$ cat config.mk
export PLATFORM = sky130hd
export DESIGN_NAME = buck_vout_setpoint_ctrl
export DESIGN_NICKNAME = d
export VERILOG_FILES = /design/src/logic/buck_pkg.sv /design/src/logic/pin_sync3.sv /design/src/logic/buck_vout_setpoint_ctrl.sv
export SDC_FILE = /design/constraint.sdc
export NUM_CORES = 1
export LEC_CHECK = 0
export BUFFER_PORTS_ARGS = -buffer_cell sky130_fd_sc_hd__buf_2
export CELL_PAD_IN_SITES_DETAIL_PLACEMENT = 1
export CELL_PAD_IN_SITES_GLOBAL_PLACEMENT = 1
export CORE_MARGIN = 2
export CORE_UTILIZATION = 36
export CTS_CLUSTER_DIAMETER = 200
export CTS_CLUSTER_SIZE = 24
export DETAILED_ROUTE_END_ITERATION = 8
export MAX_ROUTING_LAYER = met4
export PLACE_DENSITY_LB_ADDON = 0.25
export REMOVE_ABC_BUFFERS = 1
export SYNTH_ARGS = -nofsm -noshare
export SYNTH_HDL_FRONTEND = slang
export SYNTH_SLANG_ARGS = --single-unit
$ cat constraint.sdc
create_clock -name sys_clk_i -period 2.8 [get_ports sys_clk_i]
set_input_delay 0.42 -clock sys_clk_i [delete_from_list [all_inputs] [get_ports sys_clk_i]]
set_output_delay 0.42 -clock sys_clk_i [all_outputs]
set_load 0.02 [all_outputs]
$ cat src/logic/buck_pkg.sv
// constants and types for the output voltage set-point control
// ----------------------------------------------------------------------------
// ----------------------------------------------------------------------------
package buck_pkg;

  // --------------------------------------------------------------------------
  // register map
  // --------------------------------------------------------------------------
  localparam logic [7:0] VOLT_ADDR   = 8'h00;
  localparam logic [7:0] RATE_ADDR   = 8'h04;
  localparam logic [7:0] CTRL_ADDR   = 8'h08;
  localparam logic [7:0] STATUS_ADDR = 8'h0c;

  localparam int VCODE_W    = 6;
  localparam int RATE_W     = 2;
  localparam int GO_BIT     = 0;
  localparam int ST_DAC_LSB = 0;
  localparam int ST_BUSY    = 8;
  localparam int ST_RUN     = 9;
  localparam int ST_TGT_LSB = 16;
  localparam int ST_RATE_LSB = 24;

  // --------------------------------------------------------------------------
  // code range and defaults
  // --------------------------------------------------------------------------
  localparam logic [5:0] VCODE_MAX     = 6'h30;
  localparam logic [5:0] VCODE_DEFAULT = 6'h22;
  localparam logic [1:0] RATE_DEFAULT  = 2'h3;
  localparam int         STEP_UV       = 15000;
  localparam int         VMIN_MV       = 850;
  localparam int         VMAX_MV       = 1550;

  // --------------------------------------------------------------------------
  // timing: slew in tenths of mV/us, step interval in ns and cycles
  // --------------------------------------------------------------------------
  localparam int CLK_NS      = 20;
  localparam int RATE0_X10   = 9;
  localparam int RATE1_X10   = 38;
  localparam int RATE2_X10   = 75;
  localparam int RATE3_X10   = 113;
  localparam int STEP_NS0    = (STEP_UV * 10) / RATE0_X10;
  localparam int STEP_NS1    = (STEP_UV * 10) / RATE1_X10;
  localparam int STEP_NS2    = (STEP_UV * 10) / RATE2_X10;
  localparam int STEP_NS3    = (STEP_UV * 10) / RATE3_X10;
  localparam int TMR_W       = 10;
  localparam logic [9:0] STEP_CYC0 = 10'(STEP_NS0 / CLK_NS);
  localparam logic [9:0] STEP_CYC1 = 10'(STEP_NS1 / CLK_NS);
  localparam logic [9:0] STEP_CYC2 = 10'(STEP_NS2 / CLK_NS);
  localparam logic [9:0] STEP_CYC3 = 10'(STEP_NS3 / CLK_NS);

  // --------------------------------------------------------------------------
  // types
  // --------------------------------------------------------------------------
  typedef enum logic [0:0] {
    SLEW_IDLE,
    SLEW_RAMP
  } slew_state_t;

  typedef struct packed {
    logic [7:0]  addr;
    logic [31:0] wdata;
    logic        wr;
    logic        rd;
    logic        acked;
  } reg_req_t;

  typedef struct packed {
    logic [5:0]  vshadow;
    logic [1:0]  rshadow;
    logic        go;
    logic [5:0]  target;
    logic [1:0]  rate_act;
    logic [5:0]  dac;
    logic [9:0]  timer;
    slew_state_t st;
    logic [31:0] rdata;
  } ctl_state_t;

  typedef struct packed {
    logic [2:0] sync;
    logic       level;
  } pin_state_t;

endpackage

$ cat src/logic/pin_sync3.sv
// three-stage synchroniser with agreement filter for a pin input
`timescale 1ns/1ns
module pin_sync3 (
  input  wire logic sys_clk_i,
  input  wire logic reset_i,
  input  wire logic pin_i,
  output logic      level_o
);

  buck_pkg::pin_state_t q;
  buck_pkg::pin_state_t d;

  // --------------------------------------------------------------------------
  // next state: level follows once stages two and three agree
  // --------------------------------------------------------------------------
  always_comb begin
    d = q;
    d.sync = {q.sync[1:0], pin_i};
    if (q.sync[1] == q.sync[2]) begin
      d.level = q.sync[2];
    end
  end

  always_ff @(posedge sys_clk_i or posedge reset_i) begin
    if (reset_i) begin
      q <= '0;
    end else begin
      q <= d;
    end
  end

  assign level_o = q.level;

endmodule

$ cat src/logic/buck_vout_setpoint_ctrl.sv
// output voltage set-point register, commit and slew limiter
`timescale 1ns/1ns
module buck_vout_setpoint_ctrl (
  input  wire logic                sys_clk_i,
  input  wire logic                reset_i,
  input  wire buck_pkg::reg_req_t  req_i,
  input  wire logic                run_i,
  output logic [31:0]              rdata_o,
  output logic [5:0]               dac_code_o,
  output logic                     busy_o,
  output logic                     regulator_en_o
);

  // --------------------------------------------------------------------------
  // state
  // --------------------------------------------------------------------------
  buck_pkg::ctl_state_t q;
  buck_pkg::ctl_state_t d;
  logic                 run_level;
  logic                 go_rise;
  logic                 vol_wr;
  logic                 rate_wr;
  logic                 ctrl_wr;
  logic [9:0]           interval;
  logic [9:0]           new_interval;

  localparam buck_pkg::ctl_state_t RESET_STATE = '{
    vshadow:  buck_pkg::VCODE_DEFAULT,
    rshadow:  buck_pkg::RATE_DEFAULT,
    go:       1'b0,
    target:   buck_pkg::VCODE_DEFAULT,
    rate_act: buck_pkg::RATE_DEFAULT,
    dac:      buck_pkg::VCODE_DEFAULT,
    timer:    10'h000,
    st:       buck_pkg::SLEW_IDLE,
    rdata:    32'h0000_0000
  };

  // --------------------------------------------------------------------------
  // run pin input
  // --------------------------------------------------------------------------
  pin_sync3 u_run_sync (
    .sys_clk_i (sys_clk_i),
    .reset_i   (reset_i),
    .pin_i     (run_i),
    .level_o   (run_level)
  );

  // --------------------------------------------------------------------------
  // helpers
  // --------------------------------------------------------------------------
  function automatic logic [9:0] step_cycles(input logic [1:0] code);
    logic [9:0] c;
    c = buck_pkg::STEP_CYC3;
    unique case (code)
      2'h0: c = buck_pkg::STEP_CYC0;
      2'h1: c = buck_pkg::STEP_CYC1;
      2'h2: c = buck_pkg::STEP_CYC2;
      2'h3: c = buck_pkg::STEP_CYC3;
    endcase
    return c;
  endfunction

  // effective target, saturated at the top code
  function automatic logic [5:0] sat_code(input logic [5:0] code);
    logic [5:0] s;
    s = code;
    if (code > buck_pkg::VCODE_MAX) begin
      s = buck_pkg::VCODE_MAX;
    end
    return s;
  endfunction

  // --------------------------------------------------------------------------
  // write decode: bytes count only once acknowledged
  // --------------------------------------------------------------------------
  always_comb begin
    vol_wr  = req_i.wr && req_i.acked &&
              (req_i.addr == buck_pkg::VOLT_ADDR);
    rate_wr = req_i.wr && req_i.acked &&
              (req_i.addr == buck_pkg::RATE_ADDR);
    ctrl_wr = req_i.wr && req_i.acked &&
              (req_i.addr == buck_pkg::CTRL_ADDR);
    go_rise = ctrl_wr && req_i.wdata[buck_pkg::GO_BIT] && !q.go;
    interval     = step_cycles(q.rate_act);
    new_interval = step_cycles(q.rshadow);
  end

  // --------------------------------------------------------------------------
  // next state
  // --------------------------------------------------------------------------
  always_comb begin
    d = q;
    d.rdata = 32'h0000_0000;

    // shadow registers, untouched by the run pin
    if (vol_wr) begin
      d.vshadow = req_i.wdata[5:0];
    end
    if (rate_wr) begin
      d.rshadow = req_i.wdata[1:0];
    end
    if (ctrl_wr) begin
      d.go = req_i.wdata[buck_pkg::GO_BIT];
    end

    // slew limiter
    unique case (q.st)
      buck_pkg::SLEW_IDLE: begin
        if (q.dac != q.target) begin
          d.st    = buck_pkg::SLEW_RAMP;
          d.timer = interval - 10'h001;
        end
      end
      buck_pkg::SLEW_RAMP: begin
        if (q.dac == q.target) begin
          d.st = buck_pkg::SLEW_IDLE;
        end else if (q.timer == 10'h000) begin
          // one code is one voltage step
          if (q.dac < q.target) begin
            d.dac = q.dac + 6'h01;
          end else begin
            d.dac = q.dac - 6'h01;
          end
          d.timer = interval - 10'h001;
        end else begin
          d.timer = q.timer - 10'h001;
        end
      end
    endcase

    // commit restarts the interval at the new rate
    if (go_rise) begin
      d.target   = sat_code(q.vshadow);
      d.rate_act = q.rshadow;
      d.timer    = new_interval - 10'h001;
      d.st       = buck_pkg::SLEW_RAMP;
    end

    // read data, valid in the cycle after the strobe
    if (req_i.rd) begin
      unique case (req_i.addr)
        buck_pkg::VOLT_ADDR: begin
          d.rdata[5:0] = q.vshadow;
        end
        buck_pkg::RATE_ADDR: begin
          d.rdata[1:0] = q.rshadow;
        end
        buck_pkg::CTRL_ADDR: begin
          d.rdata[buck_pkg::GO_BIT] = q.go;
        end
        buck_pkg::STATUS_ADDR: begin
          d.rdata[buck_pkg::ST_DAC_LSB +: 6] = q.dac;
          d.rdata[buck_pkg::ST_BUSY]         = (q.st == buck_pkg::SLEW_RAMP);
          d.rdata[buck_pkg::ST_RUN]          = run_level;
          d.rdata[buck_pkg::ST_TGT_LSB +: 6] = q.target;
          d.rdata[buck_pkg::ST_RATE_LSB +: 2] = q.rate_act;
        end
        default: begin
          d.rdata = 32'h0000_0000;
        end
      endcase
    end
  end

  // --------------------------------------------------------------------------
  // registers: reset is the main supply coming up
  // --------------------------------------------------------------------------
  always_ff @(posedge sys_clk_i or posedge reset_i) begin
    if (reset_i) begin
      q <= RESET_STATE;
    end else begin
      q <= d;
    end
  end

  // --------------------------------------------------------------------------
  // outputs
  // --------------------------------------------------------------------------
  assign rdata_o        = q.rdata;
  assign dac_code_o     = q.dac;
  assign busy_o         = (q.st == buck_pkg::SLEW_RAMP);
  assign regulator_en_o = run_level;

  // --------------------------------------------------------------------------
  // checking helpers: cycles since last step or commit
  // --------------------------------------------------------------------------
  logic [9:0] since_q;
  logic       go_rise_q;

  always_ff @(posedge sys_clk_i or posedge reset_i) begin
    if (reset_i) begin
      since_q   <= 10'h000;
      go_rise_q <= 1'b0;
    end else begin
      go_rise_q <= go_rise;
      if (go_rise || (d.dac != q.dac)) begin
        since_q <= 10'h000;
      end else if (since_q != 10'h3ff) begin
        since_q <= since_q + 10'h001;
      end
    end
  end
endmodule

==> flow_metrics.py <==
metrics = {
    "logic_synthesis": {
        "yosys.area.top_type": "dfrtp_1",
        "ys_seq_area_share_pct": 44.76,
        "ys_types": 54,
        "syn_area_per_cell_um2": 9.860,
        "ys_async_sr_fraction_pct": 100.0,
        "yosys.area.top_type_share_pct": 36.14,
        "syn_inst": 309,
        "ys_ff_latch": 54,
        "ys.flop_type": "dfrtp_1",
        "yosys_warnings": 0,
        "synth_area_leaders": "dfrtp_1, buf_4, dfstp_2",
        "synth-edff-count": 0,
        "synth_area_um2": 3047,
    },
    "detailed_routing": {
        "drt_iter0_markers": 34,
        "drt_first_pass_iters": 4,
        "post_drt_wl_per_cell_um": 15.64,
        "drt_wl_total_mm": 7.008,
        "vias": 2233,
        "vias_per_cell": 4.984,
        "ant_nets": 0,
        "drcViolationCount": 0,
    },
    "die": {
        "io_pins": 86,
        "core_area_um2": 8217,
        "die-area_um2": 9215,
        "fp.dieW_um": 96.00,
        "die_h_um": 96.00,
        "num_rows": 33,
        "initial_core_util_pct": 37.08,
    },
    "final_layout": {
        "diodes": 0,
        "finish.utilization_pct": 41.65,
        "multi_input_area_um2": 1423,
        "seqCellArea_um2": 1364,
        "final_cells": 448,
        "fill_cells": 970,
        "drive_above_1_share_pct": 28.57,
        "nets": 408,
        "layout-area-overhead-vs-synth_pct": 12.32,
    },
    "timing": {
        "slew_viol_final": 0,
        "fin_crit_sh_pct": 96.39,
        "worstMarginPinSlew_ns": 0.6802,
        "min_period_ns": 2.699,
        "max_freq_mhz": 370.5,
        "hold_viol": 0,
        "finalSetupViolCount": 0,
        "finalClockSkew_ns": 0.01024,
        "max-slew-margin-rel_pct": 54.65,
    },
    "critical_path": {
        "crit_fanout": 5,
        "cp_data_required_time_ns": 3.00,
        "start_kind": "flip-flop",
        "end_kind": "flip-flop",
        "arrival_ns": 2.89,
        "ff2ff_setup_slack_ns": 0.10,
        "path_class": "reg -> reg",
    },
    "outcome": {
        "status": "finished clean",
    },
    "clock_tree": {
        "cts_tree": "built",
        "clock-root-buffer": "clkbuf_8",
        "cts_buffers": 5,
        "cts_buffer_depth": 2,
        "ctsHoldBuffers": 0,
        "cts_max_level": 2,
        "clk_latency_ns": 0.32,
        "cts.clk_slew.worst_paths_ns": 0.11,
        "clock-sinks": 54,
    },
    "placed_design": {
        "dpl.hpwl_mm": 5.141,
        "routabilityCongestion": 0.8172,
        "port_buffers": 43,
        "placed_cells": 439,
    },
    "global_route": {
        "antenna_found_initial": 0,
        "grt_max_degree": 55,
        "grt_pass1_wl_mm": 11.39,
        "grt_use_total_pct": 16.56,
        "grt_pass1_vias": 2266,
        "overflow": 0,
    },
    "power_and_ir_drop": {
        "leakagePower_nw": 1.695,
        "p_per_area_nw_per_um2": 495.9,
        "peakVddDrop_uv": 195.7,
        "p_total_mw": 1.697,
    },
    "hold_path": {
        "min_path_type": "in -> reg",
    },
    "flow_run": {
        "cap_violations": 0,
    },
}
-- state kept, by name, summed over array words and instances (netlist names) --
| signal | cells |
|---|---|
| busy_o | 1 |
| u_run_sync.q | 1 |
| q | 27 |
| dac_code_o | 6 |
| u_run_sync.d | 2 |
| u_run_sync.level_o | 1 |
| rdata_o | 16 |
-- cell usage in the layout, fill, tap and decap left out, types with 13 or more instances in the layout --
| master | count |
|---|---|
| inv_1 | 13 |
| buf_4 | 16 |
| nand2_1 | 25 |
| o21ai_0 | 22 |
| ha_1 | 17 |
| nor2_1 | 19 |
| dfrtp_1 | 44 |
| nor3_1 | 18 |
| buf_2 | 43 |
| conb_1 | 16 |
-- final cells by class --
| type | count | share of cell area (%) |
|---|---|---|
| multi-input cells | 208 | 41.57 |
| flip-flops and latches | 54 | 39.85 |
| clock buffers | 5 | 2.011 |
| clock inverters | 3 | 1.389 |
| well taps | 105 | 3.839 |
| repair buffers | 59 | 9.799 |
| inverters | 14 | 1.536 |
-- metrics by stage --
step / setup WS, ns / area, µm² / TNS, ns / hold WS, ns
global placement: 0.01849 / 3233 / 0 / 0.3371
CTS: 0.03843 / 3353 / 0 / 0.2156
global route: -0.05500 / 3422 / -0.06892 / 0.2030
detailed placement: -0.03924 / 3233 / -0.03924 / 0.3490
finish: 0.1009 / 3422 / 0 / 0.2181
floorplan: 0.1651 / 2774 / 0 / 0.3312
-- worst max-delay path, cell delays in order, from the launching register on --
cell and delay, ns:
dfstp_2 0.53, inv_1 0.07, ha_4 0.22, nor2b_2 0.16, o31ai_4 0.28, a21oi_4 0.14
buf_4 0.16, fa_1 0.39, a21o_1 0.17, a21oi_1 0.20, xor2_1 0.17, o21ai_0 0.09
-- per-layer routing --
layer  track usage [%]  routed length, µm
met1             23.21               3375
met2             25.64               3342
met3             1.879                211
met4             4.286                 78
met5                 -                  0
-- cells by family after synthesis --
family          Yosys count  share of synthesized area (%)
simple gates             95                          15.52
buf+inv                  62                          12.53
compound gates           59                          12.20
flops                    54                          44.76
fa+ha+maj                21                          8.789
mux                      11                          4.353
xor+xnor                  6                          1.725
other cells               1                         0.1231
-- Yosys cell counts, types with 2 or more instances --
cell type and n:
xor2_1 4, or3_1 2, mux2i_1 2, o31ai_1 2
a21oi_1 10, nor2b_1 2, a31oi_1 3, clkbuf_1 7
a22oi_1 5, or2_2 2, nand2b_1 2, nor3b_1 3
and2_1 4, nor2_1 19, nor3_1 18, buf_4 39
a211oi_1 2, a21o_1 2, inv_1 14, dfstp_2 10
xnor2_1 2, nand3_1 7, o32ai_1 2, nand2_1 25
nor4_1 2, o21ai_0 22, mux2_2 8, dfrtp_1 44
ha_1 19, buf_2 2
-- path summary, 6_finish.rpt --
kind                                                 from                        end  cells past startpoint
worst max-delay path                    q[52]$_DFFE_PP1P_  dac_code_o[4]$_DFFE_PP0P_                     11
worst min register to register  u_run_sync.d[2]$_DFF_PP0_  u_run_sync.d[3]$_DFF_PP0_                      0
max in group asynchronous                         reset_i          q[37]$_DFFE_PP0P_                      3
worst min-delay path                                run_i  u_run_sync.d[2]$_DFF_PP0_                      1
min in group asynchronous                         reset_i      rdata_o[17]$_DFF_PP0_                      3
worst max register to register          q[52]$_DFFE_PP1P_  dac_code_o[4]$_DFFE_PP0P_                     11
-- power by group --
part	leakage, nW	total, mW	internal (mW)	switching [mW]
registers	0.666	0.933	0.849	0.0835
clock network	0.0587	0.549	0.272	0.277
logic	0.970	0.216	0.0910	0.125
-- timing repair --
| item | in CTS | in global routing |
|---|---|---|
| resized for setup | 1 | 9 |
| pin swaps | 0 | 8 |
| setup buffers | 0 | 1 |
| setup endpoints to repair | 1 | 2 |
Power figures use the tool's default switching activity.
